File: config.mk
export PLATFORM = sky130hd
export DESIGN_NAME = sls_link_sync
export DESIGN_NICKNAME = d
export VERILOG_FILES = /design/src/rtl/sls_pkg.sv /design/src/rtl/sls_axil_if.sv /design/src/rtl/sls_axil_regs.sv /design/src/rtl/sls_link_sync.sv
export VERILOG_INCLUDE_DIRS = /design/src /design/src/rtl
export SDC_FILE = /design/constraint.sdc
export NUM_CORES = 1
export LEC_CHECK = 0
export BUFFER_PORTS_ARGS = -buffer_cell sky130_fd_sc_hd__buf_2
export CAP_MARGIN = 5
export CORE_MARGIN = 1.5
export CORE_UTILIZATION = 43
export CTS_CLUSTER_SIZE = 25
export DETAILED_ROUTE_END_ITERATION = 7
export MAX_ROUTING_LAYER = met4
export PLACE_DENSITY = 0.82
export REMOVE_ABC_BUFFERS = 1
export SYNTH_ARGS = -nofsm -noshare
export SYNTH_HDL_FRONTEND = slang
export SYNTH_SLANG_ARGS = --single-unit
File: constraint.sdc
create_clock -name mclk -period 1.5 [get_ports mclk]
set_input_delay 0.15 -clock mclk [delete_from_list [all_inputs] [get_ports mclk]]
set_output_delay 0.15 -clock mclk [all_outputs]
set_load 0.005 [all_outputs]
File: src/rtl/sls_consts.svh
// Offsets, field positions, reset values and counts for the link sync block.
// Included by the register slave and the top; definitions only.
`ifndef SLS_CONSTS_SVH
`define SLS_CONSTS_SVH

`define SLS_ADDR_W          4
`define SLS_CTRL_ADDR       4'h0
`define SLS_STAT_ADDR       4'h4
`define SLS_CTRL_RESET      32'h0000_0000

`define SLS_F_MODE64        0
`define SLS_F_SRC_LO        1
`define SLS_F_SRC_HI        2
`define SLS_F_REF_EN        3
`define SLS_F_REF_TERM      4
`define SLS_F_MARK_EN       5
`define SLS_F_MARK_FEAT     6
`define SLS_F_LINK_EN       7
`define SLS_CTRL_MASK       32'h0000_00FF

`define SLS_RESP_OKAY       2'h0
`define SLS_RESP_SLVERR     2'h2

`define SLS_ILAS_CYCLES     3'h4

`endif

File: src/rtl/sls_pkg.sv
// Types shared by the link sync block files.
// No other dependency.
package sls_pkg;

    typedef enum logic [3:0]
    {
        ST_IDLE = 4'h1,
        ST_CGS  = 4'h2,
        ST_ILAS = 4'h4,
        ST_DATA = 4'h8
    } sls_state_t;

    typedef enum logic [1:0]
    {
        SRC_SINGLE = 2'h0,
        SRC_MARKER = 2'h1,
        SRC_ALT    = 2'h2
    } sls_src_t;

endpackage

File: src/rtl/sls_axil_if.sv
// AXI4-Lite channel bundle between the top and its register slave.
// Single clock domain; the top drives the master side from its ports.
`timescale 1ns/100ps
`include "sls_consts.svh"
interface sls_axil_if;
    logic [`SLS_ADDR_W-1:0] awaddr;
    logic                   awvalid;
    logic                   awready;
    logic [31:0]            wdata;
    logic [3:0]             wstrb;
    logic                   wvalid;
    logic                   wready;
    logic [1:0]             bresp;
    logic                   bvalid;
    logic                   bready;
    logic [`SLS_ADDR_W-1:0] araddr;
    logic                   arvalid;
    logic                   arready;
    logic [31:0]            rdata;
    logic [1:0]             rresp;
    logic                   rvalid;
    logic                   rready;

    modport master
    (
        output awaddr, awvalid, wdata, wstrb, wvalid, bready, araddr, arvalid, rready,
        input  awready, wready, bresp, bvalid, arready, rdata, rresp, rvalid
    );
    modport slave
    (
        input  awaddr, awvalid, wdata, wstrb, wvalid, bready, araddr, arvalid, rready,
        output awready, wready, bresp, bvalid, arready, rdata, rresp, rvalid
    );
endinterface

File: src/rtl/sls_axil_regs.sv
// AXI4-Lite slave holding the control word and reading back status.
// Assumes an active-low reset, asynchronous on assertion with synchronized release, and a clock enable from the top.
`timescale 1ns/100ps
`include "sls_consts.svh"
module sls_axil_regs
(
    input  wire logic        mclk,
    input  wire logic        rstSync_n,
    input  wire logic        clkEn,
    sls_axil_if.slave        bus,
    input  wire logic [31:0] statusWord,
    output logic      [31:0] ctrl_ff
);
    logic                   awHeld_ff;
    logic                   wHeld_ff;
    logic [`SLS_ADDR_W-1:0] awAddr_ff;
    logic [31:0]            wData_ff;
    logic [3:0]             wStrb_ff;
    logic                   awready_ff;
    logic                   wready_ff;
    logic                   bvalid_ff;
    logic [1:0]             bresp_ff;
    logic                   arready_ff;
    logic                   rvalid_ff;
    logic [31:0]            rdata_ff;
    logic [1:0]             rresp_ff;

    function automatic logic [31:0] mergeBytes(input logic [31:0] old, input logic [31:0] nw,
                                               input logic [3:0] strb);
        logic [31:0] res;
        res = old;
        for (int i = 0; i < 4; i++)
        begin
            if (strb[i])
                res[i*8 +: 8] = nw[i*8 +: 8];
        end
        return res;
    endfunction

    wire awTake  = bus.awvalid && awready_ff;
    wire wTake   = bus.wvalid && wready_ff;
    wire wrGo    = awHeld_ff && wHeld_ff && !bvalid_ff;
    wire wrHit   = awAddr_ff == `SLS_CTRL_ADDR;
    wire wrOk    = wrHit || awAddr_ff == `SLS_STAT_ADDR;
    wire arTake  = bus.arvalid && arready_ff;
    wire rdCtrl  = bus.araddr == `SLS_CTRL_ADDR;
    wire rdStat  = bus.araddr == `SLS_STAT_ADDR;
    wire [31:0] rdWord = rdCtrl ? ctrl_ff : (rdStat ? statusWord : 32'h0000_0000);
    wire [31:0] nxt_ctrl = mergeBytes(ctrl_ff, wData_ff, wStrb_ff) & `SLS_CTRL_MASK;

    assign bus.awready = awready_ff;
    assign bus.wready  = wready_ff;
    assign bus.bvalid  = bvalid_ff;
    assign bus.bresp   = bresp_ff;
    assign bus.arready = arready_ff;
    assign bus.rvalid  = rvalid_ff;
    assign bus.rdata   = rdata_ff;
    assign bus.rresp   = rresp_ff;

    always_ff @(posedge mclk or negedge rstSync_n)
    begin
        if (!rstSync_n)
        begin
            awHeld_ff  <= 1'b0;
            wHeld_ff   <= 1'b0;
            awAddr_ff  <= '0;
            wData_ff   <= 32'h0000_0000;
            wStrb_ff   <= 4'h0;
            awready_ff <= 1'b0;
            wready_ff  <= 1'b0;
            bvalid_ff  <= 1'b0;
            bresp_ff   <= `SLS_RESP_OKAY;
            ctrl_ff    <= `SLS_CTRL_RESET;
        end
        else if (clkEn)
        begin
            // Ready only while the slot is empty, so address and data may come in either order
            awready_ff <= !awHeld_ff && !awTake;
            wready_ff  <= !wHeld_ff && !wTake;
            if (awTake)
            begin
                awHeld_ff <= 1'b1;
                awAddr_ff <= bus.awaddr;
            end
            if (wTake)
            begin
                wHeld_ff <= 1'b1;
                wData_ff <= bus.wdata;
                wStrb_ff <= bus.wstrb;
            end
            if (wrGo)
            begin
                bvalid_ff <= 1'b1;
                bresp_ff  <= wrOk ? `SLS_RESP_OKAY : `SLS_RESP_SLVERR;
                if (wrHit)
                    ctrl_ff <= nxt_ctrl;
            end
            if (bvalid_ff && bus.bready)
            begin
                bvalid_ff <= 1'b0;
                awHeld_ff <= 1'b0;
                wHeld_ff  <= 1'b0;
            end
        end
    end

    always_ff @(posedge mclk or negedge rstSync_n)
    begin
        if (!rstSync_n)
        begin
            arready_ff <= 1'b0;
            rvalid_ff  <= 1'b0;
            rdata_ff   <= 32'h0000_0000;
            rresp_ff   <= `SLS_RESP_OKAY;
        end
        else if (clkEn)
        begin
            arready_ff <= !rvalid_ff && !arTake;
            if (arTake)
            begin
                rvalid_ff <= 1'b1;
                rdata_ff  <= rdWord;
                rresp_ff  <= (rdCtrl || rdStat) ? `SLS_RESP_OKAY : `SLS_RESP_SLVERR;
            end
            else if (rvalid_ff && bus.rready)
                rvalid_ff <= 1'b0;
        end
    end

endmodule

File: src/rtl/sls_link_sync.sv
// Link sync request handling and reference/marker receiver control.
// Assumes pin inputs synchronous to mclk; registers over AXI4-Lite.
`timescale 1ns/100ps
`include "sls_consts.svh"
// How it works
// - Source select 0 in an 8B/10B mode: single-ended active-low sync drives startup.
// - In 64B/66B modes the sync request is ignored entirely.
// - Sync request low in 8B/10B mode starts code group synchronization.
// - Sync released high after synchronization starts the lane alignment sequence.
// - With marker pair or alternate sync selected, single-ended sync is unused.
// - Reference receiver powers down when its enable is cleared.
// - Termination select 0 gives self-biased differential, 1 gives 50 ohm to ground.
// - Marker receiver powers down whenever its enable is 0.
// - With sample marker enabled, the marker pair tags a specific sample.
module sls_link_sync
(
    input  wire logic                   mclk,
    input  wire logic                   rst_n,
    input  wire logic                   clkEn,
    input  wire logic                   single_ended_link_sync_n,
    input  wire logic                   alternate_sync_n,
    input  wire logic                   marker_input_pair,
    input  wire logic [`SLS_ADDR_W-1:0] s_axi_awaddr,
    input  wire logic                   s_axi_awvalid,
    output logic                        s_axi_awready,
    input  wire logic [31:0]            s_axi_wdata,
    input  wire logic [3:0]             s_axi_wstrb,
    input  wire logic                   s_axi_wvalid,
    output logic                        s_axi_wready,
    output logic [1:0]                  s_axi_bresp,
    output logic                        s_axi_bvalid,
    input  wire logic                   s_axi_bready,
    input  wire logic [`SLS_ADDR_W-1:0] s_axi_araddr,
    input  wire logic                   s_axi_arvalid,
    output logic                        s_axi_arready,
    output logic [31:0]                 s_axi_rdata,
    output logic [1:0]                  s_axi_rresp,
    output logic                        s_axi_rvalid,
    input  wire logic                   s_axi_rready,
    output logic                        cgsActive,
    output logic                        ilasActive,
    output logic                        linkDataActive,
    output logic                        referenceRxPowerDown,
    output logic                        referenceSelfBias,
    output logic                        referenceGroundTerm,
    output logic                        markerRxPowerDown,
    output logic                        sampleMarker
);
    logic                  rstMeta_ff;
    logic                  rstSync_n;
    logic [31:0]           ctrl_ff;
    sls_pkg::sls_state_t   state_ff;
    sls_pkg::sls_state_t   nxt_state;
    logic [2:0]            ilasCnt_ff;
    logic [2:0]            nxt_ilasCnt;
    logic                  refPd_ff;
    logic                  refSelf_ff;
    logic                  refGnd_ff;
    logic                  markPd_ff;
    logic                  marker_ff;

    sls_axil_if axi ();

    // Reset release through two flops; assertion stays asynchronous
    always_ff @(posedge mclk or negedge rst_n)
    begin
        if (!rst_n)
        begin
            rstMeta_ff <= 1'b0;
            rstSync_n  <= 1'b0;
        end
        else
        begin
            rstMeta_ff <= 1'b1;
            rstSync_n  <= rstMeta_ff;
        end
    end

    assign axi.awaddr     = s_axi_awaddr;
    assign axi.awvalid    = s_axi_awvalid;
    assign axi.wdata      = s_axi_wdata;
    assign axi.wstrb      = s_axi_wstrb;
    assign axi.wvalid     = s_axi_wvalid;
    assign axi.bready     = s_axi_bready;
    assign axi.araddr     = s_axi_araddr;
    assign axi.arvalid    = s_axi_arvalid;
    assign axi.rready     = s_axi_rready;
    assign s_axi_awready  = axi.awready;
    assign s_axi_wready   = axi.wready;
    assign s_axi_bresp    = axi.bresp;
    assign s_axi_bvalid   = axi.bvalid;
    assign s_axi_arready  = axi.arready;
    assign s_axi_rdata    = axi.rdata;
    assign s_axi_rresp    = axi.rresp;
    assign s_axi_rvalid   = axi.rvalid;

    wire [31:0] statusWord = {24'h00_0000, marker_ff, markPd_ff, single_ended_link_sync_n,
                              alternate_sync_n, state_ff};

    sls_axil_regs regs
    (
        .mclk       (mclk),
        .rstSync_n  (rstSync_n),
        .clkEn      (clkEn),
        .bus        (axi),
        .statusWord (statusWord),
        .ctrl_ff    (ctrl_ff)
    );

    // Control field decode
    wire                  mode64   = ctrl_ff[`SLS_F_MODE64];
    wire [1:0]            srcSel   = ctrl_ff[`SLS_F_SRC_HI:`SLS_F_SRC_LO];
    wire                  refEn    = ctrl_ff[`SLS_F_REF_EN];
    wire                  refTerm  = ctrl_ff[`SLS_F_REF_TERM];
    wire                  markEn   = ctrl_ff[`SLS_F_MARK_EN];
    wire                  markFeat = ctrl_ff[`SLS_F_MARK_FEAT];
    wire                  linkEn   = ctrl_ff[`SLS_F_LINK_EN];

    // A powered-down marker receiver reads as idle high, never as a request
    wire markerLevel = markEn ? marker_input_pair : 1'b1;
    wire selSync_n   = (srcSel == sls_pkg::SRC_SINGLE) ? single_ended_link_sync_n :
                       (srcSel == sls_pkg::SRC_MARKER) ? markerLevel :
                       (srcSel == sls_pkg::SRC_ALT)    ? alternate_sync_n : 1'b1;
    wire syncReq     = linkEn && !mode64 && !selSync_n;
    wire ilasDone    = ilasCnt_ff == (`SLS_ILAS_CYCLES - 3'h1);

    always_comb
    begin
        nxt_state   = state_ff;
        nxt_ilasCnt = 3'h0;
        if (!linkEn)
            nxt_state = sls_pkg::ST_IDLE;
        else if (syncReq)
            nxt_state = sls_pkg::ST_CGS;
        else
        begin
            case (state_ff)
                sls_pkg::ST_IDLE:
                    // 64B/66B links start without any handshake
                    nxt_state = mode64 ? sls_pkg::ST_DATA : sls_pkg::ST_IDLE;
                sls_pkg::ST_CGS:
                    nxt_state = mode64 ? sls_pkg::ST_DATA : sls_pkg::ST_ILAS;
                sls_pkg::ST_ILAS:
                begin
                    nxt_ilasCnt = ilasCnt_ff + 3'h1;
                    if (ilasDone)
                        nxt_state = sls_pkg::ST_DATA;
                end
                sls_pkg::ST_DATA:
                    nxt_state = sls_pkg::ST_DATA;
                default:
                    nxt_state = sls_pkg::ST_IDLE;
            endcase
        end
    end

    always_ff @(posedge mclk or negedge rstSync_n)
    begin
        if (!rstSync_n)
        begin
            state_ff   <= sls_pkg::ST_IDLE;
            ilasCnt_ff <= 3'h0;
        end
        else if (clkEn)
        begin
            state_ff   <= nxt_state;
            ilasCnt_ff <= nxt_ilasCnt;
        end
    end

    always_ff @(posedge mclk or negedge rstSync_n)
    begin
        if (!rstSync_n)
        begin
            refPd_ff   <= 1'b1;
            refSelf_ff <= 1'b0;
            refGnd_ff  <= 1'b0;
            markPd_ff  <= 1'b1;
            marker_ff  <= 1'b0;
        end
        else if (clkEn)
        begin
            refPd_ff   <= !refEn;
            refSelf_ff <= !refTerm;
            refGnd_ff  <= refTerm;
            markPd_ff  <= !markEn;
            marker_ff  <= markFeat && markEn && marker_input_pair;
        end
    end

    assign cgsActive            = state_ff[1];
    assign ilasActive           = state_ff[2];
    assign linkDataActive       = state_ff[3];
    assign referenceRxPowerDown = refPd_ff;
    assign referenceSelfBias    = refSelf_ff;
    assign referenceGroundTerm  = refGnd_ff;
    assign markerRxPowerDown    = markPd_ff;
    assign sampleMarker         = marker_ff;

    AST_NO_SYNC_64B: assert property (@(posedge mclk) disable iff (!rstSync_n)
        clkEn && mode64 && state_ff != sls_pkg::ST_CGS |=> state_ff != sls_pkg::ST_CGS)
        else $error("Sync request acted on in 64B/66B mode");
    AST_CGS_ON_SYNC: assert property (@(posedge mclk) disable iff (!rstSync_n)
        clkEn && linkEn && !mode64 && srcSel == sls_pkg::SRC_SINGLE && !single_ended_link_sync_n
        |=> cgsActive)
        else $error("Low single-ended sync did not start synchronization");
    AST_ILAS_ON_RELEASE: assert property (@(posedge mclk) disable iff (!rstSync_n)
        clkEn && linkEn && !mode64 && cgsActive && selSync_n |=> ilasActive)
        else $error("Sync release did not start alignment sequence");
    AST_SE_UNUSED: assert property (@(posedge mclk) disable iff (!rstSync_n)
        clkEn && linkEn && srcSel == sls_pkg::SRC_ALT && alternate_sync_n && linkDataActive
        |=> linkDataActive)
        else $error("Single-ended sync used while not selected");
    AST_REF_PD: assert property (@(posedge mclk) disable iff (!rstSync_n)
        clkEn && !refEn |=> referenceRxPowerDown)
        else $error("Reference receiver not powered down");
    AST_REF_TERM: assert property (@(posedge mclk) disable iff (!rstSync_n)
        clkEn |=> referenceGroundTerm == $past(refTerm) && referenceSelfBias != referenceGroundTerm)
        else $error("Reference termination does not follow select");
    AST_MARK_PD: assert property (@(posedge mclk) disable iff (!rstSync_n)
        clkEn ##0 !markEn |=> markerRxPowerDown && !sampleMarker)
        else $error("Marker receiver not powered down");
    AST_MARKER_TAG: assert property (@(posedge mclk) disable iff (!rstSync_n)
        clkEn |=> sampleMarker == $past(markFeat && markEn && marker_input_pair))
        else $error("Sample marker does not follow marker input");
    AST_RESTART_CGS: assert property (@(posedge mclk) disable iff (!rstSync_n)
        clkEn && linkDataActive && syncReq |=> cgsActive)
        else $error("Sync low after alignment did not restart synchronization");
    AST_ILAS_LEN: assert property (@(posedge mclk) disable iff (!rstSync_n)
        clkEn && $rose(ilasActive) && !syncReq && linkEn ##0 (clkEn && !syncReq && linkEn)[*4]
        |=> linkDataActive)
        else $error("Alignment sequence length wrong");
endmodule

==> results of run 1 <==
## power by group
| group | internal (uW) | switching [uW] | leakage, uW |
|---|---|---|---|
| clock | 332 | 477 | 0.0000445 |
| combinational | 552 | 440 | 0.000767 |
| sequential | 1790 | 256 | 0.000654 |
## per-stage QoR
step / instance area, um^2 / utilization / worst slack, ns / hold slack (ns)
global placement: 2780 / 0.504 / 0.0707 / -0.0647
finish: 2910 / 0.528 / 0.0368 / 0.0646
CTS: 2880 / 0.522 / 0.00139 / 0.0554
detailed placement: 2780 / 0.504 / 0.0383 / -0.0625
global route: 2910 / 0.528 / -0.0384 / 0.0537
floorplan: 2320 / - / -0.0495 / -0.146
## routing by layer
layer	global-route usage	wire, um
met1	0.206	2060
met2	0.284	2270
met3	0.0372	306
met4	0.0500	69
met5	-	0
## cells by family (layout without fill, tap and decap cells)
group | after synthesis | count (layout) | synth area share
XOR/XNOR | 1 | 1 | 0.00357
flip-flops | 52 | 52 | 0.532
multiplexers | 33 | 33 | 0.147
buffers and inverters | 46 | 87 | 0.113
AND/OR/NAND/NOR | 45 | 45 | 0.104
other | 2 | 27 | 0.00306
adder cells (fa/ha/maj) | 2 | 2 | 0.0102
AO/OA/AOI/OAI | 34 | 34 | 0.0872
## worst max-delay path by stage
stage | end | cells past startpoint
2_1_floorplan | ilasCnt_ff[0] | 0
3_3_place_gp | regs.ctrl_ff[5] | 5
3_5_place_dp | ilasCnt_ff[2] | 5
4_1_cts | ilasCnt_ff[2] | 5
5_1_grt | regs.ctrl_ff[7] | 3
6_report | state_ff[0] | 5
## area by class of cell
| class | count | share of cell area |
|---|---|---|
| Inverter | 12 | 0.0155 |
| Timing Repair Buffer | 67 | 0.135 |
| Sequential cell | 52 | 0.449 |
| Clock buffer | 5 | 0.0237 |
| Tap cell | 72 | 0.0310 |
| Multi-Input combinational cell | 142 | 0.338 |
| Clock inverter | 3 | 0.00731 |
## flip-flops by register name, summed over array words and instances (netlist names), 3 cells and up
register and count:
regs.ctrl_ff 8, regs.bus.rdata 8, state_ff 4, ilasCnt_ff 3
regs.awAddr_ff 4, regs.wData_ff 8
## critical path, cell delays in order (launching register included)
cell      delay [ns]
dfrtp_1         0.40
and3b_1         0.20
o311ai_1        0.25
buf_4           0.19
nand2_1         0.09
o31ai_2         0.25
## what timing repair did
action	CTS	global route
setup buffers	0	2
endpoints found under the setup margin	0	11
hold buffers	1	0
gates resized for setup	0	4
endpoints found under the hold margin	2	0
## placed cells by master (no fill, tap or decap), drive strengths merged, types with 3 or more instances in the layout
cell type,Yosys,final
a21oi,5,5
o31ai,3,3
inv,12,13
nor3,3,3
mux2i,8,8
o21ai,15,15
nor2,3,3
clkbuf,4,5
nand2,20,20
conb,2,27
dfstp,3,3
mux2,25,25
dfrtp,49,49
buf,30,66
nand3,4,4
nand4,4,4
==> metrics, run 1 <==
clk slew on worst S/H paths 0.10 ns; Final Net Count 337; post-route non-filler standard cell count 353; #FFs+latches synth 52; DR iter-0 viols 112; Avg Vias per Cell 4.98; clk buf depth 2; path type of the worst setup path register to register; dominant cells by area after synthesis dfrtp_1, mux2_2, buf_4; Setup TNS 0 ns; CP Max Fanout 4; Pins Over Slew Limit 0; worst hold-check path type input pin to register; leak pwr 0.00147 uW; CTS H-tree lvls 2; Mean Syn Cell Area 11.4 um^2; Initial Util 0.446; GRT overflow 0; # diodes 0; CTS tree built; maximum vdd ir drop 0.000883 V; CP required 1.72 ns; # DRC 0; Final setup viols 0; unrepaired setup endpoints after global routing true; fmax 683 MHz; count leader, synth dfrtp_1; status finished clean; Hold Vio Cnt, Final 0; pwr dens 1320 nW/um^2; area occupied by multi-input gates 985 um^2; layout cell share with drive strength beyond 1 0.388; number of global-route vias before repair 1731; crit path launch type register; Post-Route WL 4.71 mm; hold-critical path depth 2; core area 5510 um^2; clk_lat worst skew 0.31 ns; Worst Path Arrival 1.68 ns; Setup Skew 0.0156 ns; max cap viols 0; total track usage 0.170; Syn Std Cell Area 2450 um^2; WL/cell 13.3 um; Fillers 504; synthesized instance count 215; worst hold start s_axi_awaddr[2]; RR Startpoint regs.ctrl_ff[1]; Yosys cell types 40; Final Wtd Congestion 0.842; largest net degree at the start of global routing 37; Seq. cell area 1310 um^2; TritonRoute pass-1 iters 5; warnings from Yosys 0; dpl cells 342; Num Clock Sinks 52; IO buf count 50; CTS root buf clkbuf_8; ys async rst share 1.00; DP Wirelength 3.50 mm; CP endpoint kind register; Tmin final 1.46 ns; RR Endpoint state_ff[0]; Final Cycle Share 0.975; R2R depth 5; dominant cell type by area after synthesis dfrtp_1; synth-to-layout area growth 18.5%; initial antenna violation count 0; DR vias 1758; setup slack, reg-to-reg 0.04 ns; Ports 104; Pwr Total 3840 uW; Row Count 27; Num CTS Buffers 5; Final ANT Viol Nets 0; Seq/Total Area, Yosys 0.532; most frequent cells after synthesis dfrtp_1, buf_4, mux2_2; die height 78.6 um; CP startpoint regs.ctrl_ff[1]; Die W 78.6 um; hold worst-path end regs.awAddr_ff[2]; first-pass GRT wire length 7.90 mm; Top FF cell, synth dfrtp_1; share of the synthesized area in the top cell type 0.499; Total Die Area 6170 um^2; number of enable flip-flop cells after synthesis 0
(Power assumes the default switching activity.)
==> inputs of run 2 (changes only) <==
--- a/config.mk
+++ b/config.mk
@@ -6,14 +6,16 @@
 export SDC_FILE = /design/constraint.sdc
 export NUM_CORES = 1
 export LEC_CHECK = 0
-export BUFFER_PORTS_ARGS = -buffer_cell sky130_fd_sc_hd__buf_2
+export ABC_AREA = 1
 export CAP_MARGIN = 5
+export CORE_ASPECT_RATIO = 1.2
 export CORE_MARGIN = 1.5
-export CORE_UTILIZATION = 43
+export CORE_UTILIZATION = 56
 export CTS_CLUSTER_SIZE = 25
 export DETAILED_ROUTE_END_ITERATION = 7
+export DONT_BUFFER_PORTS = 1
 export MAX_ROUTING_LAYER = met4
-export PLACE_DENSITY = 0.82
+export PLACE_DENSITY = 0.8
 export REMOVE_ABC_BUFFERS = 1
 export SYNTH_ARGS = -nofsm -noshare
 export SYNTH_HDL_FRONTEND = slang
==> run 2 against run 1 <==
- sequential share of layout area up 2.2 points
- wire length down 2.2%
- non-clock buffer count shrank 44
- clock skew is 0.0064 ns lower
- clock power increased by 21%
- fmax up 7.9%
- worst hold slack lost 0.047 ns
- power rose by 10%
- design area decreased by 4.6%
- critical path type unchanged
==> metrics, run 2 <==
synth-to-layout area growth 12.0% (was 18.5%); CP startpoint regs.bus.bvalid (was regs.ctrl_ff[1]); CTS root buf clkbuf_8 (unchanged); clk slew on worst S/H paths 0.09 ns (was 0.10 ns); DR vias 1833 (was 1758); R2R depth 5 (unchanged); worst slew pin tran 0.501 ns; Num CTS Buffers 5 (unchanged); clk_lat worst skew 0.31 ns (about the same); Mean Syn Cell Area 8.61 um^2 (was 11.4 um^2); Avg Vias per Cell 4.98 (about the same); Final Wtd Congestion 0.940 (was 0.842); Num Clock Sinks 52 (unchanged); Post-Route WL 4.61 mm (was 4.71 mm); Util after Layout 0.651 (was 0.528); last element of the critical path regs.ctrl_ff[5] (was state_ff[0]); share of the synthesized area in the top cell type 0.495 (was 0.499); largest net degree at the start of global routing 35 (was 37); Die W 63.7 um (was 78.6 um); core area 4260 um^2 (was 5510 um^2); post-route non-filler standard cell count 368 (was 353); total track usage 0.207 (was 0.170); wl on met1 1.89 mm (was 2.06 mm); Ports 104 (unchanged); CTS tree built (unchanged); Setup TNS 0 ns (unchanged); Syn Std Cell Area 2480 um^2 (was 2450 um^2); dpl cells 342 (unchanged); CTS H-tree lvls 2 (unchanged); synthesized instance count 288 (was 215); layout cell share with drive strength beyond 1 0.0865 (was 0.388); #FFs+latches synth 52 (unchanged); Initial Util 0.582 (was 0.446); GRT overflow 0 (unchanged); first-pass GRT wire length 7.27 mm (was 7.90 mm); maximum vdd ir drop 0.00101 V (was 0.000883 V); # diodes 0 (unchanged); count leader, synth nand2_1 (was dfrtp_1); worst hold-check path type input pin to register (unchanged); WHS 0.0178 ns (was 0.0646 ns); Worst Path Arrival 1.55 ns (was 1.68 ns); DR iter-0 viols 85 (was 112); Top FF cell, synth dfrtp_1 (unchanged); CP required 1.70 ns (was 1.72 ns); max cap viols 0 (unchanged); RR Endpoint regs.ctrl_ff[5] (was state_ff[0]); clk buf depth 2 (unchanged); metal2 WL 2.30 mm (was 2.27 mm); Final Net Count 368 (was 337); relative slew slack 0.665; commonest cells after routing, fill and taps aside nand2_1, dfrtp_1, conb_1 (was buf_2, dfrtp_1, conb_1); TritonRoute pass-1 iters 4 (was 5); Total Die Area 4840 um^2 (was 6170 um^2); DP Wirelength 3.31 mm (was 3.50 mm); Seq/Total Area, Yosys 0.527 (was 0.532); top sig layer met4 (unchanged); leak pwr 0.00137 uW (was 0.00147 uW); most frequent cells after synthesis nand2_1, dfrtp_1, buf_4, inv_1, nand3_1 (was dfrtp_1, buf_4, mux2_2); Final WS setup 0.144 ns (was 0.0368 ns); ys async rst share 1.00 (unchanged); Setup Skew 0.00917 ns (was 0.0156 ns); Tmin final 1.36 ns (was 1.46 ns); Hold Vio Cnt, Final 0 (unchanged); Final ANT Viol Nets 0 (unchanged); RR Startpoint regs.bus.bvalid (was regs.ctrl_ff[1]); leading cell type in the layout, fill and taps excluded nand2_1 (was buf_2); CP Max Fanout 10 (was 4); fmax 737 MHz (was 683 MHz); crit path launch type register (unchanged); # DRC 0 (unchanged); Pins Over Slew Limit 0 (unchanged); IO buf count 0 (was 50); Row Count 26 (was 27); initial antenna violation count 0 (unchanged); pre-CTS WS 0.0930 ns (was 0.0383 ns); met3 wire length 279 um (was 306 um); Yosys cell types 30 (was 40); Final setup viols 0 (unchanged); setup slack, reg-to-reg 0.14 ns (was 0.04 ns); Final Cycle Share 0.904 (was 0.975); warnings from Yosys 0 (unchanged); number of enable flip-flop cells after synthesis 0 (unchanged); CP endpoint kind register (unchanged); status finished clean (unchanged); die height 75.9 um (was 78.6 um); dominant cell type by area after synthesis dfrtp_1 (unchanged); path type of the worst setup path register to register (unchanged); WL/cell 12.5 um (was 13.3 um); number of global-route vias before repair 1650 (was 1731); pwr dens 1530 nW/um^2 (was 1320 nW/um^2); dominant cells by area after synthesis dfrtp_1, nand2_1, buf_4 (was dfrtp_1, mux2_2, buf_4); unrepaired setup endpoints after global routing false (was true)
run 2: cell types whose count changed in the layout (fill, tap and decap cells not counted), moves of 4 or more:
| cell | previous run | this run |
|---|---|---|
| buf_2 | 50 | 0 |
| buf_4 | 15 | 5 |
| dlygate4sd3_1 | 1 | 16 |
| inv_1 | 11 | 26 |
| mux2_2 | 25 | 0 |
| mux2i_1 | 8 | 0 |
| nand2_1 | 20 | 85 |
| nand3_1 | 4 | 23 |
| nor2_1 | 3 | 15 |
| o21a_1 | 0 | 4 |
| o21ai_1 | 2 | 7 |
run 2: final cells by class:
type,instances,area (um^2)
fill,377,1490
sequential,52,1310
clock inverter,3,46.3
inverter,27,105
multi-input combinational,202,940
tap,56,70.1
clock buffer,5,68.8
timing repair buffer,23,238
run 2: cells by family (layout without fill, tap and decap cells):
kind of cell,Yosys count,count (layout),share of synthesized area
flip-flops,52,52,0.527
adder cells (fa/ha/maj),2,2,0.0101
AO/OA/AOI/OAI,40,40,0.0914
other,2,27,0.00303
buffers and inverters,59,58,0.134
AND/OR/NAND/NOR,133,133,0.235
run 2: worst min-delay path by stage:
stage	start	end	slack (ns)	cells past startpoint
2_1_floorplan	rst_n	rstMeta_ff	-0.15	0
3_3_place_gp	rst_n	rstMeta_ff	-0.15	0
3_5_place_dp	rst_n	rstMeta_ff	-0.15	0
4_1_cts	clkEn	ilasCnt_ff[1]	0.01	2
5_1_grt	clkEn	ilasCnt_ff[0]	0.009	2
6_report	clkEn	ilasCnt_ff[0]	0.02	2
run 2: power breakdown:
group	internal [uW]	leakage (uW)	switching, uW	total (uW)
sequential	1890	0.000651	339	2230
combinational	420	0.000659	616	1040
clock	506	0.0000600	469	975
total	2820	0.00137	1420	4240
run 2: metrics by stage:
stage / power, uW / instance area (um^2)
after global placement: 3190 / 2460
after global routing: 4560 / 2780
after detailed placement: 3240 / 2460
final: 4240 / 2780
after CTS: 4250 / 2740
after floorplan: 2930 / 2340
run 2: worst max-delay path, stage by stage (launching register included):
cell     delay [ns]
dfrtp_1        0.45
nor3_4         0.31
nand4_4        0.18
buf_12         0.18
nand2_1        0.06
o21ai_1        0.07
run 2: layer usage:
layer  track usage  vias up
met4         0.104        0
met5             -        -
met2         0.339       69
met3        0.0694       12
li1              -      917
met1         0.230      835
run 2: repair_timing:
item	4_1_cts	5_1_grt
hold endpoints to repair	26	0
gates resized for setup	0	4
hold buffers	16	0
setup endpoints to repair	0	6
buffers inserted	0	2
